--- config.mk ---
export PLATFORM = sky130hd
export DESIGN_NAME = sbc_device_flat
export DESIGN_NICKNAME = d
export VERILOG_FILES = /design/src/verilog/sbc_pkg.sv /design/src/verilog/sbc_if.sv /design/src/verilog/sbc_device.sv /design/src/verilog/sync2.sv /design/src/flat_wrapper.sv
export VERILOG_INCLUDE_DIRS = /design/src /design/src/verilog
export SDC_FILE = /design/constraint.sdc
export NUM_CORES = 1
export LEC_CHECK = 0
export ABC_AREA = 1
export ABC_CLOCK_PERIOD_IN_PS = 5800
export CORE_MARGIN = 2
export CORE_UTILIZATION = 35
export DETAILED_ROUTE_END_ITERATION = 8
export DONT_BUFFER_PORTS = 1
export PLACE_DENSITY = 0.48
export SYNTH_ARGS = -nofsm -noshare
export SYNTH_HDL_FRONTEND = slang
export SYNTH_HIERARCHICAL = 1
export SYNTH_SLANG_ARGS = --single-unit
--- constraint.sdc ---
create_clock -name clk -period 5.8 [get_ports clk]
set_clock_uncertainty 0.1 [all_clocks]
set_input_delay 0 -clock clk [delete_from_list [all_inputs] [get_ports clk]]
set_output_delay 0 -clock clk [all_outputs]
set_load 0.1 [all_outputs]
--- src/verilog/sbc_defines.svh ---
// timing counts, register addresses and field positions for the basis chip core
`ifndef SBC_DEFINES_SVH
`define SBC_DEFINES_SVH
// core clock 200 MHz, period in ps
`define CLK_PERIOD_PS 5000
// wake pulse on interrupt line, us
`define WAKE_PULSE_US 10
`define WAKE_PULSE_CYC ((`WAKE_PULSE_US * 1000000) / `CLK_PERIOD_PS)
// reset duration, ms
`define RST_DUR_MS 15
// divide first in ns so the product stays inside 32 bits
`define RST_DUR_CYC ((`RST_DUR_MS * 1000000) / (`CLK_PERIOD_PS / 1000))
// wake-up filter time (least), us
`define WUF_US 8
`define WUF_CYC ((`WUF_US * 1000000) / `CLK_PERIOD_PS)
// spacing between messages to one register, us
`define MSG_GAP_US 25
`define MSG_GAP_CYC ((`MSG_GAP_US * 1000000) / `CLK_PERIOD_PS)
// default watchdog base period and wake timer, cycles
`define WD_BASE_CYC 20000
`define WAKE_TMR_CYC 200000
// host-side spi clock half period, core cycles (80 ns)
`define SCLK_HALF_CYC 16
// serial frame: 4 bit address, 4 bit data
`define ADDR_MODE 4'h0
`define ADDR_WD 4'h1
`define ADDR_IRQ_EN 4'h2
`define ADDR_WAKE_EN 4'h3
`define ADDR_CAN 4'h4
`define ADDR_STATUS 4'h5
`define ADDR_LEVEL 4'h6
`define ADDR_IRQ_CLR 4'h7
// status bits
`define ST_TEMP_WARN 0
`define ST_WAKE 1
`define ST_WD_FAIL 2
`define ST_TEMP_SHUT 3
// host command port addresses
`define HA_CMD 4'h0
`define HA_STATUS 4'h1
`define HA_RXDATA 4'h2
`endif

--- src/verilog/sbc_pkg.sv ---
// types used by the basis chip core for its mode and can fields
package sbc_pkg;
  typedef enum logic [1:0] {
    MODE_NORMAL,
    MODE_STANDBY,
    MODE_STOP,
    MODE_SLEEP
  } op_mode_t;
  typedef enum logic [1:0] {
    CAN_OFF,
    CAN_LISTEN,
    CAN_ACTIVE,
    CAN_RSVD
  } can_mode_t;
endpackage

--- src/verilog/sbc_if.sv ---
// pins between the basis chip and its microcontroller
`timescale 1ns/100ps
`default_nettype none
interface sbc_if;
  logic cs_n;
  logic sclk;
  logic mosi;
  logic miso;
  logic txd;
  logic rxd;
  logic reset_signal_n;
  logic irq_n;
  logic wd_fault_out_n;
  modport dev (
    input cs_n, sclk, mosi, txd,
    output miso, rxd, reset_signal_n, irq_n, wd_fault_out_n
  );
  modport host (
    output cs_n, sclk, mosi, txd,
    input miso, rxd, reset_signal_n, irq_n, wd_fault_out_n
  );
endinterface
`default_nettype wire

--- src/verilog/sbc_device.sv ---
// basis chip digital core: spi slave, modes, watchdog, reset and interrupt
`timescale 1ns/100ps
`default_nettype none
`include "sbc_defines.svh"
// Function
// - sample mosi on sclk falling edge
// - shift miso after sclk rising edge
// - serial port live only while cs low
// - txd low forces bus dominant in normal mode with can active
// - rxd low while bus dominant
// - reset output low during reset mode
// - supply under-voltage pulls reset low
// - interrupt low only for enabled sources or the stop mode wake pulse
// - interrupt holds low until source cleared
// - stop mode wake: 10 us low pulse
// - watchdog fault output flags bad service
// - window or timeout watchdog, host selects
// - watchdog failure drives fault and reset
// - level inputs readable over serial port
// - level inputs wake sleep and stop
// - wake on bus, levels or timer
// - host writes select four operating modes
// - can mode set only by serial bits
// - temperature warning flag and shutdown
// - reset held 15 ms after supply valid
// - host spaces same-register messages 25 us
// - reset on supply, timeout or early trigger
module sbc_device #(
  parameter int RST_CYC = `RST_DUR_CYC,
  parameter int WD_BASE = `WD_BASE_CYC,
  parameter int WAKE_TMR = `WAKE_TMR_CYC
) (
  // core clock and reset
  input wire logic clk,
  input wire logic reset,
  // pins toward the microcontroller
  sbc_if.dev pins,
  // analog side
  input wire logic vdd_low,
  input wire logic temp_warn,
  input wire logic temp_shut,
  input wire logic bus_dominant,
  input wire logic [3:0] level_inputs,
  output logic bus_drive_dom,
  output logic vdd_reg_on,
  output logic [1:0] can_mode
);
  logic cs_s, sclk_s, mosi_s, txd_s, vlow_s, tw_s, ts_s, bdom_s;
  logic [3:0] lvl_s;
  // init at idle pin levels: no false select, edge or flag right after reset
  sync2 #(.W(12), .INIT(12'h900)) u_sync (
    .clk(clk),
    .reset(reset),
    .d({pins.cs_n, pins.sclk, pins.mosi, pins.txd, level_inputs,
        vdd_low, temp_warn, temp_shut, bus_dominant}),
    .q({cs_s, sclk_s, mosi_s, txd_s, lvl_s, vlow_s, tw_s, ts_s, bdom_s})
  );

  typedef enum logic [2:0] {ST_RESET, ST_NREQ, ST_NORMAL, ST_STANDBY, ST_STOP,
    ST_SLEEP} dev_state_t;
  dev_state_t state_r;
  logic sclk_d_r, cs_d_r;
  logic [7:0] rx_sh_r, tx_sh_r;
  logic [3:0] bit_cnt_r;
  logic [1:0] mode_req_r;
  logic mode_wr_r, wd_trig_r;
  logic [3:0] wd_cfg_r, irq_en_r, wake_en_r, status_r, clr_mask_r;
  logic [1:0] can_cfg_r;
  logic [31:0] rst_cnt_r, wd_cnt_r, wake_tmr_r, pulse_cnt_r;
  logic [15:0] filt_cnt_r;
  logic [3:0] lvl_ref_r;
  logic wake_ev, wd_fail, fall, rise, sel, irq_lvl;

  assign sel = ~cs_s;
  assign fall = sel & sclk_d_r & ~sclk_s;
  assign rise = sel & ~sclk_d_r & sclk_s;

  // read data for an address
  function automatic logic [3:0] rd_mux(input logic [3:0] a);
    case (a)
      `ADDR_MODE: rd_mux = {1'b0, state_r == ST_RESET, mode_req_r};
      `ADDR_WD: rd_mux = wd_cfg_r;
      `ADDR_IRQ_EN: rd_mux = irq_en_r;
      `ADDR_WAKE_EN: rd_mux = wake_en_r;
      `ADDR_CAN: rd_mux = {2'b00, can_cfg_r};
      `ADDR_STATUS: rd_mux = status_r;
      `ADDR_LEVEL: rd_mux = lvl_s;
      default: rd_mux = 4'h0;
    endcase
  endfunction

  // serial shifter: frame is addr[3:0] then data[3:0], msb first
  always_ff @(posedge clk or posedge reset) begin
    if (reset) begin
      sclk_d_r <= 1'b0;
      cs_d_r <= 1'b1;
      rx_sh_r <= 8'h00;
      tx_sh_r <= 8'h00;
      bit_cnt_r <= 4'h0;
    end else begin
      sclk_d_r <= sclk_s;
      cs_d_r <= cs_s;
      if (!sel) begin
        bit_cnt_r <= 4'h0;
        tx_sh_r <= 8'h00;
      end else if (fall) begin
        rx_sh_r <= {rx_sh_r[6:0], mosi_s};
        bit_cnt_r <= bit_cnt_r + 4'h1;
        // once address is known, preload read data behind it
        if (bit_cnt_r == 4'h3) begin
          tx_sh_r <= {rd_mux({rx_sh_r[2:0], mosi_s}), 4'h0};
        end
      end else if (rise && bit_cnt_r != 4'h0 && bit_cnt_r != 4'h4) begin
        tx_sh_r <= {tx_sh_r[6:0], 1'b0};
      end
    end
  end

  // register writes complete on the eighth falling edge
  logic wr_now;
  assign wr_now = fall && bit_cnt_r == 4'h7 && state_r != ST_RESET;
  always_ff @(posedge clk or posedge reset) begin
    if (reset) begin
      mode_req_r <= 2'b01;
      mode_wr_r <= 1'b0;
      wd_trig_r <= 1'b0;
      wd_cfg_r <= 4'h0;
      irq_en_r <= 4'h0;
      wake_en_r <= 4'h0;
      can_cfg_r <= 2'b00;
      clr_mask_r <= 4'h0;
    end else begin
      mode_wr_r <= wr_now && rx_sh_r[6:3] == `ADDR_MODE;
      wd_trig_r <= wr_now && rx_sh_r[6:3] == `ADDR_WD;
      clr_mask_r <= 4'h0;
      if (wr_now) begin
        case (rx_sh_r[6:3])
          `ADDR_MODE: mode_req_r <= {rx_sh_r[0], mosi_s};
          `ADDR_WD: wd_cfg_r <= {rx_sh_r[2:0], mosi_s};
          `ADDR_IRQ_EN: irq_en_r <= {rx_sh_r[2:0], mosi_s};
          `ADDR_WAKE_EN: wake_en_r <= {rx_sh_r[2:0], mosi_s};
          `ADDR_CAN: can_cfg_r <= {rx_sh_r[0], mosi_s};
          `ADDR_IRQ_CLR: clr_mask_r <= {rx_sh_r[2:0], mosi_s};
          default: ;
        endcase
      end
    end
  end

  // watchdog: cfg[3] window mode, cfg[2:0] scales timeout; first half closed
  logic [31:0] wd_limit;
  assign wd_limit = WD_BASE * (32'(wd_cfg_r[2:0]) + 32'h1);
  logic wd_active;
  assign wd_active = state_r == ST_NORMAL || state_r == ST_STANDBY || state_r == ST_NREQ;
  always_ff @(posedge clk or posedge reset) begin
    if (reset) begin
      wd_cnt_r <= 32'h0;
    end else if (!wd_active || wd_trig_r) begin
      wd_cnt_r <= 32'h0;
    end else begin
      wd_cnt_r <= wd_cnt_r + 32'h1;
    end
  end
  assign wd_fail = wd_active && ((wd_cnt_r >= wd_limit) ||
    (wd_trig_r && wd_cfg_r[3] && wd_cnt_r < (wd_limit >> 1)));

  // wake filtering, timer and can activity
  always_ff @(posedge clk or posedge reset) begin
    if (reset) begin
      lvl_ref_r <= 4'h0;
      filt_cnt_r <= 16'h0;
      wake_tmr_r <= 32'h0;
    end else begin
      if (state_r == ST_STOP || state_r == ST_SLEEP) begin
        wake_tmr_r <= wake_tmr_r + 32'h1;
        if (((lvl_s ^ lvl_ref_r) & wake_en_r) != 4'h0) begin
          filt_cnt_r <= filt_cnt_r + 16'h1;
        end else begin
          filt_cnt_r <= 16'h0;
        end
      end else begin
        lvl_ref_r <= lvl_s;
        filt_cnt_r <= 16'h0;
        wake_tmr_r <= 32'h0;
      end
    end
  end
  assign wake_ev = (filt_cnt_r >= 16'(`WUF_CYC)) || bdom_s ||
    (wake_tmr_r >= 32'(WAKE_TMR)) ||
    (state_r == ST_STOP && cs_d_r && !cs_s);
  // select edge only: the frame that ordered stop still holds cs low on entry

  // operating mode machine
  always_ff @(posedge clk or posedge reset) begin
    if (reset) begin
      state_r <= ST_RESET;
      rst_cnt_r <= 32'h0;
    end else if (vlow_s || wd_fail) begin
      state_r <= ST_RESET;
      rst_cnt_r <= 32'h0;
    end else begin
      case (state_r)
        ST_RESET: begin
          rst_cnt_r <= rst_cnt_r + 32'h1;
          if (rst_cnt_r >= 32'(RST_CYC) - 32'h1) state_r <= ST_NREQ;
        end
        ST_NREQ, ST_NORMAL, ST_STANDBY: begin
          if (mode_wr_r) begin
            case (sbc_pkg::op_mode_t'(mode_req_r))
              sbc_pkg::MODE_NORMAL: state_r <= ST_NORMAL;
              sbc_pkg::MODE_STANDBY: state_r <= ST_STANDBY;
              sbc_pkg::MODE_STOP: state_r <= ST_STOP;
              default: state_r <= ST_SLEEP;
            endcase
          end
        end
        ST_STOP: if (wake_ev) state_r <= ST_NREQ;
        ST_SLEEP: if (wake_ev) begin
          state_r <= ST_RESET;
          rst_cnt_r <= 32'h0;
        end
        default: state_r <= ST_RESET;
      endcase
    end
  end
  // sticky status: set wins over clear
  always_ff @(posedge clk or posedge reset) begin
    if (reset) begin
      status_r <= 4'h0;
    end else begin
      status_r <= (status_r & ~clr_mask_r) |
        {ts_s, wd_fail, state_r == ST_STOP && wake_ev, tw_s};
    end
  end

  // wake pulse in stop mode
  always_ff @(posedge clk or posedge reset) begin
    if (reset) begin
      pulse_cnt_r <= 32'h0;
    end else if (state_r == ST_STOP && wake_ev) begin
      pulse_cnt_r <= 32'(`WAKE_PULSE_CYC);
    end else if (pulse_cnt_r != 32'h0) begin
      pulse_cnt_r <= pulse_cnt_r - 32'h1;
    end
  end
  assign irq_lvl = (status_r & irq_en_r) != 4'h0;

  // pin outputs, all registered
  always_ff @(posedge clk or posedge reset) begin
    if (reset) begin
      pins.miso <= 1'b0;
      pins.rxd <= 1'b1;
      pins.reset_signal_n <= 1'b0;
      pins.irq_n <= 1'b1;
      pins.wd_fault_out_n <= 1'b1;
      bus_drive_dom <= 1'b0;
      vdd_reg_on <= 1'b1;
      can_mode <= 2'b00;
    end else begin
      pins.miso <= sel & tx_sh_r[7];
      pins.rxd <= ~bdom_s;
      pins.reset_signal_n <= !(state_r == ST_RESET || vlow_s || wd_fail);
      pins.irq_n <= !(irq_lvl || pulse_cnt_r != 32'h0);
      if (wd_fail) pins.wd_fault_out_n <= 1'b0;
      else if (wd_trig_r) pins.wd_fault_out_n <= 1'b1;
      bus_drive_dom <= (state_r == ST_NORMAL) && can_cfg_r == 2'(sbc_pkg::CAN_ACTIVE)
        && !txd_s;
      vdd_reg_on <= !ts_s && state_r != ST_SLEEP;
      can_mode <= can_cfg_r;
    end
  end
endmodule // sbc_device
`default_nettype wire

--- src/verilog/sync2.sv ---
// two-flop synchroniser for a bus of pin levels
`timescale 1ns/100ps
`default_nettype none
module sync2 #(
  parameter int W = 1,
  parameter logic [W-1:0] INIT = '0
) (
  // clock and reset
  input wire logic clk,
  input wire logic reset,
  // level in and out
  input wire logic [W-1:0] d,
  output logic [W-1:0] q
);
  logic [W-1:0] meta_r;
  // first stage is read only by the second
  always_ff @(posedge clk or posedge reset) begin
    if (reset) begin
      meta_r <= INIT;
      q <= INIT;
    end else begin
      meta_r <= d;
      q <= meta_r;
    end
  end
endmodule // sync2
`default_nettype wire
--- src/flat_wrapper.sv ---
// flat-port wrapper written by rule: the top's interface ports become plain ports
module sbc_device_flat 
#(
  parameter int RST_CYC = `RST_DUR_CYC,
  parameter int WD_BASE = `WD_BASE_CYC,
  parameter int WAKE_TMR = `WAKE_TMR_CYC
)
  (clk, reset, vdd_low, temp_warn, temp_shut, bus_dominant, level_inputs, bus_drive_dom, vdd_reg_on, can_mode, pins_cs_n, pins_sclk, pins_mosi, pins_txd, pins_miso, pins_rxd, pins_reset_signal_n, pins_irq_n, pins_wd_fault_out_n);
  sbc_if pins_i ();
  input wire logic clk;
  input wire logic reset;
  input wire logic vdd_low;
  input wire logic temp_warn;
  input wire logic temp_shut;
  input wire logic bus_dominant;
  input wire logic [3:0] level_inputs;
  output logic bus_drive_dom;
  output logic vdd_reg_on;
  output logic [1:0] can_mode;
  input wire logic [$bits(pins_i.cs_n)-1:0] pins_cs_n;
  input wire logic [$bits(pins_i.sclk)-1:0] pins_sclk;
  input wire logic [$bits(pins_i.mosi)-1:0] pins_mosi;
  input wire logic [$bits(pins_i.txd)-1:0] pins_txd;
  output wire logic [$bits(pins_i.miso)-1:0] pins_miso;
  output wire logic [$bits(pins_i.rxd)-1:0] pins_rxd;
  output wire logic [$bits(pins_i.reset_signal_n)-1:0] pins_reset_signal_n;
  output wire logic [$bits(pins_i.irq_n)-1:0] pins_irq_n;
  output wire logic [$bits(pins_i.wd_fault_out_n)-1:0] pins_wd_fault_out_n;
  assign pins_i.cs_n = pins_cs_n;
  assign pins_i.sclk = pins_sclk;
  assign pins_i.mosi = pins_mosi;
  assign pins_i.txd = pins_txd;
  assign pins_miso = pins_i.miso;
  assign pins_rxd = pins_i.rxd;
  assign pins_reset_signal_n = pins_i.reset_signal_n;
  assign pins_irq_n = pins_i.irq_n;
  assign pins_wd_fault_out_n = pins_i.wd_fault_out_n;
  sbc_device #(.RST_CYC(RST_CYC), .WD_BASE(WD_BASE), .WAKE_TMR(WAKE_TMR)) u_core (.clk(clk), .reset(reset), .pins(pins_i), .vdd_low(vdd_low), .temp_warn(temp_warn), .temp_shut(temp_shut), .bus_dominant(bus_dominant), .level_inputs(level_inputs), .bus_drive_dom(bus_drive_dom), .vdd_reg_on(vdd_reg_on), .can_mode(can_mode));
endmodule
# After elaboration in Yosys (flattened, before gate mapping)
# Index checks and enable logic that the tools add are counted.
[classes] addsub=7 n_mul=1 n_div=0 order_cmp=5 eq_ne=28 n_shift=0 muxes=27 n_bitwise=15 reduce_logical=57
[op_table] operator="$mux W32" count=6
[op_table] operator="$add A32 B1 Y32 const B" count=3
[op_table] operator="$pmux W32 S2" count=1
[op_table] operator="$ge A32 B18 Y1 const B" count=1
[op_table] operator="$ge A32 B22 Y1 const B" count=1
[op_table] operator="$ge A32 B32 Y1" count=1
[op_table] operator="$lt A32 B31 Y1" count=1
[op_table] operator="$mul A10 B32 Y27 const A" count=1
[op_table] operator="$mux W16" count=2
[op_table] operator="$mux W8" count=4
[op_table] operator="$reduce_bool A32 Y1" count=1
[op_table] operator="$sub A32 B1 Y32 const B" count=1
[op_table] operator="$pmux W4 S7" count=1
[op_table] operator="$eq A4 B3 Y1 const B" count=6
[op_table] operator="$eq A4 B2 Y1 const B" count=5
[op_table] operator="$add A16 B1 Y16 const B" count=1
[op_table] operator="$ge A16 B11 Y1 const B" count=1
[op_table] operator="$mux W4" count=4
[op_table] operator="$reduce_and A2 Y1" count=8
[op_table] operator="$logic_and A1 B1 Y1" count=15
[op_table] operator="$mux W3" count=5
[op_table] operator="$and A4 B4 Y4" count=3
[op_table] operator="$logic_or A1 B1 Y1" count=12
[op_table] operator="$pmux W3 S4" count=1
[op_table] operator="28 further kinds" count=55
[totals] regBits=231 latch_bits=0 mem_bits_rw=0 mem_bits_ro=0 in_bits=14 output_inout_bits=9 elab_cells=171 n_memories=0

# Depth between registers and ports, before layout
# Gate-level depths: netlist of run 1.
[depth] word_depth=9 depth_mapped=28 mapped_depth_nobuf=27

# Modules after synthesis
# Netlist of run 1, hierarchy kept.
[modules_own_cells] module="sbc_device" n_inst=1 cells_per_inst=1590 area_per_inst_um2=11992.8 seq_area_each_um2=5087.4
[modules_own_cells] module="sync2" n_inst=1 cells_per_inst=25 area_per_inst_um2=609.3 seq_area_each_um2=605.6

# Worst setup path before layout of run 1
# No wires, ideal clock.
[synth_timing] path_type="reg2reg" start="reg u_core.wd_cfg_r[0]" end="reg u_core.rst_cnt_r[10]" setup_time_ps=117 arrival_time_ps=4094 t_required_ps=5583 path_slack_ps=1489 path_stages_with_launch=29 path_buffers=1 period_less_slack_ps=4311 cell_sequence="dfrtp_1 > ha_1 > xor2_2 > inv_1 > ha_1 > inv_1 > ha_1 > or2_2 > ha_1 > ha_1 > nand2_1 > nor2_1 > o21ai_0 > nand2_1 > xor2_1 > ha_1 > a21oi_1 > nand2_1 > inv_1 > nand2_1 > nand2_1 > nand2_1 > nand3_2 > nand2_2 > nand2_1 > buf_2 > nor2_1 > nand3_1 > nand2_1"
[synth_via] elab_chain_cells=9 word_cells_on_any_way=12 classes_between="add/sub (1); mul (1); order compare (2); eq/ne (1); mux (1); reduce/logical (6)"
[synth_lines] item="start: declaration" line_no="sbc_device.sv:67" rtl="logic [3:0] wd_cfg_r, irq_en_r, wake_en_r, status_r, clr_mask_r;"
[synth_lines] item="start signal: assignment" line_no="sbc_device.sv:139" rtl="`ADDR_WD: wd_cfg_r <= {rx_sh_r[2:0], mosi_s};"
[synth_lines] item="$add A3 B1 Y4 (*)" line_no="sbc_device.sv:152" rtl="assign wd_limit = WD_BASE * (32'(wd_cfg_r[2:0]) + 32'h1);"
[synth_lines] item="$mul A10 B32 Y27 (*)" line_no="sbc_device.sv:152"
[synth_lines] item="$lt A32 B31 Y1" line_no="sbc_device.sv:165" rtl="(wd_trig_r && wd_cfg_r[3] && wd_cnt_r < (wd_limit >> 1)));"
[synth_lines] item="$logic_and A1 B1 Y1" line_no="sbc_device.sv:165"
[synth_lines] item="$logic_or A1 B1 Y1 (*)" line_no="sbc_device.sv:164" rtl="assign wd_fail = wd_active && ((wd_cnt_r >= wd_limit) ||"
[synth_lines] item="$logic_and A1 B1 Y1 (*)" line_no="sbc_device.sv:164"
[synth_lines] item="$logic_or A1 B1 Y1 (*)" line_no="sbc_device.sv:198" rtl="end else if (vlow_s || wd_fail) begin"
[synth_lines] item="$ne A3 B2 Y1 (no line) / $reduce_bool A3 Y1 (equally long branches)"
[synth_lines] item="$reduce_and A2 Y1 (no line)"
[synth_lines] item="end signal: assignment" line_no="sbc_device.sv:204" rtl="rst_cnt_r <= rst_cnt_r + 32'h1;"
[synth_lines] item="end: declaration" line_no="sbc_device.sv:69" rtl="logic [31:0] rst_cnt_r, wd_cnt_r, wake_tmr_r, pulse_cnt_r;"
# Every way passes the cells marked *; elsewhere a longest branch is shown, timed or not.
# A chain may end at the register's enable or synchronous reset.

# Final worst setup path of run 1
[layout_timing] start="reg u_core.wd_cfg_r[0]" end="reg u_core.rst_cnt_r[15]"
# Same word-level chain as after synthesis.

==> run_results.csv, run 1 <==
group,metric,value,unit
outcome,run_status,"finished clean",
floorplan,floorplan_die_height,194,um
synthesis,yosysSeqAreaShare,45.2,%
setup_path,regToRegStartpoint,"u_core/wd_cfg_r[0]",
route,routed_wire_length_per_instance,14.5,um
layout,final_area,14300,sq um
placement,dpl-instance-area,13100,sq um
setup_path,critPathCaptureType,"register",
synthesis,syn_nets,1680,
setup_path,worst_path_class_setup,"register to register",
global_route,antenna_found_initial,1,
synthesis,ys_ff_latch,227,
synthesis,post_synth_inst_count,1615,
timing,max-slew-margin-rel,39.3,%
clocking,clock_transition_at_the_registers_of_the_reported_paths,0.06,ns
setup_path,regToRegSetupSlack,0.67,ns
route,drc_violation_count_after_routing,0,
synthesis,asyncSetResetFlopFracSynth,100,%
layout,layout_common_cells,"nand2_1 (331), dfrtp_1 (217), inv_1 (210)",
timing,clock.fmax,195,MHz
timing,setup-tns-final,0,ns
synthesis,synth.yosys.warnings,6,
timing,rsz0062_at_grt,"false",
timing,timing.final.crit_period,5.13,ns
synthesis,ys_top_cells_by_area,"dfrtp_1 (43%), nand2_1 (9.9%), inv_1 (6.3%)",
synthesis,synth_largest_area_cell,"dfrtp_1",
layout,filler_cell_count,3619,
floorplan,initial_core_util,35.5,%
floorplan,die-area,37500,sq um
clocking,numClockSinks,227,
layout,post_layout_nonfiller_instances,2133,
synthesis,netlist.area_leader.share,43.1,%
placement,place_inst,2055,
setup_path,cp_common_cell,"nand2_1",
pwr,power.static_leakage,6.68,nW
pwr,worst_vdd_ir,0.190,mV
setup_path,slowest_delay,0.55,ns
global_route,vias_in_the_first_global_route,10300,
floorplan,chipWidth,194,um
synthesis,netlist-cell-type-count,52,
job,maximum_capacitance_violations,0,
route,initialDrtViolationCount,718,
synthesis,synth_edf_count,0,
global_route,grt_util_all_layers,16.8,%
floorplan,floorplan.core_area,35500,sq um
route,antenna_left,0,
global_route,globalRoute.totalOverflow,0,
setup_path,worstRegToRegCells,26,
timing,finalSetupViolations,0,
layout,area_delta_synth_final,13.4,%
placement,gpl.final_weighted_congestion,0.868,
timing,tightest_slew,0.911,ns
placement,place.detailed.hpwl,21.6,mm
route,route.detailed.vias_per_inst,4.91,
synthesis,synthesis.area,12600,sq um
layout,mostFrequentLayoutCell,"nand2_1",
floorplan,std_cell_rows,69,
route,dr_total_vias,10500,
layout,nets_finish,1716,
synthesis,yosys_most_used_dff,"dfrtp_1",
global_route,grt_pass1_wl,52.6,mm
setup_path,timing.critical_path.from_type,"register",
floorplan,ioPinCount,23,
layout,antenna-diode-count,0,
setup_path,arrival_time_worst_endpoint,5.52,ns
timing,timing_hold_violations_final,0,
clocking,clk-insertion-delay-late,0.55,ns
clocking,cts_repair_resize_count,0,
synthesis,syn_area_per_cell,7.80,sq um
clocking,tritoncts,"built",
setup_path,required,6.19,ns
clocking,cts_buffers,29,
route,drtPass1Iterations,5,
clocking,cts_max_level,1,
layout,drive_gt1_share,7.06,%
global_route,grt_start_max_net_pins,127,
timing,final_max_slew_viol_count,0,
setup_path,r2r_end,"u_core/rst_cnt_r[15]",
route,drt-total-wl,31.0,mm
setup_path,worstPathMaxFanout,32,
timing,period_share,88.4,%
clocking,cts.root.buffer_cell,"clkbuf_16",
placement,place.port_buffers,0,
clocking,max-clock-path-buffers,3,
setup_path,cell_with_the_largest_stage_delay_on_the_worst_path,"nand2_2",
worst_hold_path,worst_hold_path_type,"input pin to asynchronous set/reset pin",
pwr,powerDensity,247,nW/um^2
where the power goes:
part	internal [mW]	switching (mW)	leakage (nW)
registers	1.61	0.0285	3.06
logic	0.0324	0.0917	3.16
clock network	1.09	0.684	0.458
worst max-delay path, delay by kind of cell, from the launching register on:
family | cells | cell delay [ns]
adders and majority gates | 6 | 1.88
and+or+nand+nor | 12 | 1.47
xor gates and xnor gates | 2 | 0.51
DFF | 1 | 0.50
buffers and inverters | 4 | 0.31
AOI/OAI and AO/OA | 2 | 0.25
what timing repair did:
item	in CTS	in global routing
hold buffers	26	0
hold endpoints to repair	160	0
buffers inserted	0	0
metal layers:
| metal | share of wire (%) | track usage [%] |
|---|---|---|
| met4 | 2.3 | 3.96 |
| met5 | 0 | 0 |
| met1 | 49 | 23.7 |
| met2 | 45 | 27.4 |
| met3 | 3.7 | 2.23 |
cells in the mapped netlist, drive strengths merged, types with 2 or more instances:
library cell,count
o2111ai,2
a31oi,11
a211oi,5
nand4,35
dfrtp,217
buf,13
xor2,29
nor3,66
nand3b,12
or2,25
clkbuf,17
o31ai,6
xnor2,7
nand2,334
o22ai,7
o21bai,3
inv,222
nor4,35
a211o,2
nor2,211
o21a,4
ha,50
nor3b,11
clkinv,2
nand3,123
o21ai,83
a21oi,63
dfstp,10
metrics by stage:
stage / hold slack (ns) / util, % / setup WS [ns] / power [mW]
final: 0.0867 / 40.3 / 0.673 / 3.54
after global routing: 0.159 / 40.3 / 0.141 / 3.69
after CTS: 0.123 / 40.3 / 0.639 / 3.61
after detailed placement: -0.103 / 36.9 / 0.671 / 1.78
after global placement: -0.110 / 36.9 / 0.814 / 1.78
after floorplan: -0.0955 / - / 0.171 / 1.74
state kept, by name (all words and copies together), names as in the netlist, 7 cells and up:
name and flops:
u_core/pulse_cnt_r 32, u_core/rst_cnt_r 32, u_core/wake_tmr_r 32, u_core/wd_cnt_r 32
u_core/filt_cnt_r 16, u_core/u_sync/meta_r 12, u_core/u_sync/q 12, u_core/rx_sh_r 7
worst max path at each step:
stage	start	to
after floorplan	reset	u_core/bit_cnt_r[0]
after global placement	u_core/wd_cfg_r[0]	u_core/rst_cnt_r[11]
after detailed placement	u_core/wd_cfg_r[0]	u_core/rst_cnt_r[15]
after CTS	u_core/wd_cfg_r[0]	u_core/rst_cnt_r[15]
after global routing	u_core/wd_cfg_r[0]	u_core/rst_cnt_r[0]
final	u_core/wd_cfg_r[0]	u_core/rst_cnt_r[15]
cell families after synthesis:
| kind of cell | count (synthesis) | share of synthesized area [%] |
|---|---|---|
| simple gates | 855 | 30.8 |
| buf+inv | 254 | 7.83 |
| flops | 227 | 45.2 |
| compound gates | 192 | 8.48 |
| fa+ha+maj | 51 | 5.12 |
| xor+xnor | 36 | 2.56 |
area by class of cell:
class                   instances  area, sq um  area share [%]
clock buffers                  43          808            5.65
clock inverters                 9          120           0.840
inverters                     224          848            5.93
multi-input cells            1134         5920            41.4
flip-flops and latches        227         5690            39.8
well taps                     461          577            4.03
repair buffers                 35          328            2.29
Power figures use the tool's default switching activity.
==> inputs of run 2 (changes only) <==
--- a/config.mk
+++ b/config.mk
@@ -6,7 +6,7 @@
 export SDC_FILE = /design/constraint.sdc
 export NUM_CORES = 1
 export LEC_CHECK = 0
-export ABC_AREA = 1
+export ABC_AREA = 0
 export ABC_CLOCK_PERIOD_IN_PS = 5800
 export CORE_MARGIN = 2
 export CORE_UTILIZATION = 35
==> run 2 against run 1 <==
  * The run now ends with negative hold slack left
  * Synthesized cell count decreased by 27%
  * Power decreased by 2.8%
  * Final area decreased by 7.9%
  * Cell count decreased by 22%
  * Flip-flop and latch count unchanged
  * Global-route usage decreased by 1.2 points
  * Combinational power increased by 7%
  * Die area decreased by 8.3%
  * Highest routed layer unchanged
==> run_results.csv, run 2 <==
group,metric,value,unit
route,wl_met2,11.7,mm
synthesis,netlist-cell-type-count,69,
timing,setup-tns-final,0,ns
layout,layout_common_cells,"dfrtp_1 (217), nor2_1 (160), nand2_1 (131)",
route,routed_wire_length_per_instance,15.5,um
clocking,cts_max_level,1,
synthesis,asyncSetResetFlopFracSynth,100,%
setup_path,path_cells,"ha_1, xor2_2, inv_1, ha_1, inv_1, ha_1, ha_1, ha_1, a21oi_1, nor2b_1, o21ai_0, nand2b_1, a21oi_1, xnor2_1, ha_1, a21o_1, and3_1, nor4_2, o21a_1, a21oi_1, o21ai_1, buf_4, nor2_2, a211o_1",
clocking,clk-insertion-delay-late,0.53,ns
layout,post_layout_nonfiller_instances,1670,
synthesis,synth.yosys.warnings,6,
global_route,antenna_found_initial,0,
setup_path,arrival_time_worst_endpoint,5.71,ns
clocking,tritoncts,"built",
floorplan,chipWidth,185,um
timing,postLayoutSetupSlackWorst,0.413,ns
route,initialDrtViolationCount,450,
placement,place_inst,1596,
job,maximum_capacitance_violations,0,
setup_path,worstPathMaxFanout,13,
setup_path,critPathCaptureType,"register",
pwr,powerDensity,261,nW/um^2
synthesis,synth_largest_area_cell,"dfrtp_1",
global_route,grt_pass1_wl,43.7,mm
outcome,failed_checks,"negative hold slack",
setup_path,timing.critical_path.from_type,"register",
placement,place.detailed.hpwl,17.3,mm
floorplan,floorplan_die_height,185,um
layout,antenna-diode-count,0,
pwr,worst_vdd_ir,0.198,mV
synthesis,syn_area_per_cell,9.81,sq um
timing,timing.final.crit_period,5.39,ns
pwr,power.static_leakage,5.75,nW
timing,clock.fmax,186,MHz
synthesis,ys_ff_latch,227,
synthesis,yosysSeqAreaShare,49.4,%
route,drt-total-wl,25.8,mm
synthesis,synthesis.area,11500,sq um
floorplan,die-area,34400,sq um
floorplan,floorplan.core_area,32500,sq um
synthesis,yosys_most_used_dff,"dfrtp_1",
layout,multiInputGateArea,5570,sq um
timing,fin_worst_hold_slack,-0.00366,ns
timing,max-slew-margin-rel,30.4,%
global_route,grt_util_all_layers,15.6,%
setup_path,worst_path_class_setup,"register to register",
timing,timing_hold_violations_final,1,
placement,gpl.final_weighted_congestion,0.777,
synthesis,syn_nets,1240,
setup_path,required,6.12,ns
route,dr_total_vias,8385,
route,route.top_layer_used,"met4",
global_route,grt_start_max_net_pins,89,
route,drtPass1Iterations,5,
clocking,clock_transition_at_the_registers_of_the_reported_paths,0.06,ns
route,route.detailed.vias_per_inst,5.02,
synthesis,ys_top_cells_by_area,"dfrtp_1 (47%), ha_1 (5.4%), nor2_1 (5.2%)",
floorplan,initial_core_util,35.5,%
timing,final_max_slew_viol_count,0,
layout,filler_cell_count,3201,
route,drc_violation_count_after_routing,0,
global_route,vias_in_the_first_global_route,8324,
layout,final-seq-area,5690,sq um
floorplan,ioPinCount,23,
placement,placement.setup.worst_slack,0.257,ns
timing,period_share,92.9,%
layout,mostFrequentLayoutCell,"dfrtp_1",
synthesis,post_synth_inst_count,1175,
clocking,numClockSinks,227,
layout,area_delta_synth_final,14.2,%
timing,rsz0062_at_grt,"false",
route,antenna_left,0,
pwr,power,3.44,mW
outcome,run_status,"finished with violations",
setup_path,slowest_delay,0.43,ns
placement,place.port_buffers,0,
clocking,cts.root.buffer_cell,"clkbuf_16",
layout,nets_finish,1273,
global_route,globalRoute.totalOverflow,0,
layout,drive_gt1_share,9.77,%
setup_path,cp_common_cell,"ha_1",
clocking,cts_buffers,27,
synthesis,netlist.area_leader.share,47.1,%
route,met1Wirelength,12.8,mm
route,detailed_route_wirelength_on_metal3,831,um
synthesis,synth_common_cells,"dfrtp_1 (217), nor2_1 (161), nand2_1 (131)",
clocking,max-clock-path-buffers,3,
timing,tightest_slew,1.04,ns
timing,finalSetupViolations,0,
setup_path,cell_with_the_largest_stage_delay_on_the_worst_path,"dfrtp_1",
worst_hold_path,worst_hold_path_type,"input pin to asynchronous set/reset pin",
floorplan,std_cell_rows,66,
synthesis,synth_most_common_cell,"dfrtp_1",
synthesis,synth_edf_count,0,
-- run 2: metrics by stage --
stage,utilization [%],cell area [sq um]
2_1_floorplan,-,11500
3_3_place_gp,37.1,12100
3_5_place_dp,37.1,12100
4_1_cts,40.5,13200
5_1_grt,40.6,13200
6_report,40.6,13200
-- run 2: path summary, 6_finish.rpt --
kind / startpoint / to / slack (ns) / cells after the start
worst max-delay path: u_core/wd_cfg_r[1] / u_core/rst_cnt_r[15] / 0.41 / 24
worst min-delay path: reset / u_core/wd_cnt_r[27] / -0.004 / 2
worst max register to register: u_core/wd_cfg_r[1] / u_core/rst_cnt_r[15] / 0.41 / 24
worst min register to register: u_core/u_sync/meta_r[2] / u_core/u_sync/q[2] / 0.25 / 0
max in group asynchronous: reset / u_core/rst_cnt_r[17] / 4.18 / 3
min in group clk: u_core/u_sync/meta_r[2] / u_core/u_sync/q[2] / 0.25 / 0
-- run 2: final cells by class --
type / instances / area share (%)
Sequential cell: 227 / 43.2
Multi-Input combinational cell: 874 / 42.3
Clock buffer: 40 / 6.11
Tap cell: 442 / 4.20
Timing Repair Buffer: 37 / 2.58
Inverter: 41 / 1.23
Clock inverter: 9 / 0.361
-- run 2: logic make-up (layout without fill, tap and decap cells) --
kind of cell | Yosys count | after routing | synth area share (%)
AND/OR/NAND/NOR | 518 | 518 | 22.0
flip-flops | 227 | 227 | 49.4
AO/OA/AOI/OAI | 167 | 167 | 9.28
XOR/XNOR | 105 | 105 | 7.98
buffers and inverters | 74 | 127 | 2.52
adder cells (fa/ha/maj) | 51 | 51 | 5.60
multiplexers | 33 | 33 | 3.22
-- run 2: power by group --
group          switching, mW  total [mW]  leakage (nW)  internal, mW
registers             0.0698        1.69          3.05          1.62
logic                 0.0710       0.133          2.27        0.0616
clock network          0.660        1.61         0.428         0.953
total                  0.800        3.44          5.75          2.63
-- run 2: worst max-delay path, delay by kind of cell (launching register included) --
kind / cells / cell delay [ns]
fa+ha+maj: 6 / 1.79
compound gates: 8 / 1.36
simple gates: 5 / 0.71
buf+inv: 3 / 0.46
xor+xnor: 2 / 0.43
flops: 1 / 0.43
-- run 2: repair_timing --
item | CTS | global route
hold endpoints to repair | 122 | 0
hold buffers | 25 | 0
endpoints found under the setup margin | 0 | 27
gates resized for setup | 0 | 2
setup buffers | 0 | 0
-- run 2: metal layers --
metal | GRT usage (%) | vias up
li1 | - | 4164
met1 | 22.8 | 4075
met2 | 24.5 | 111
met3 | 2.43 | 35
met4 | 3.37 | 0
met5 | 0 | -
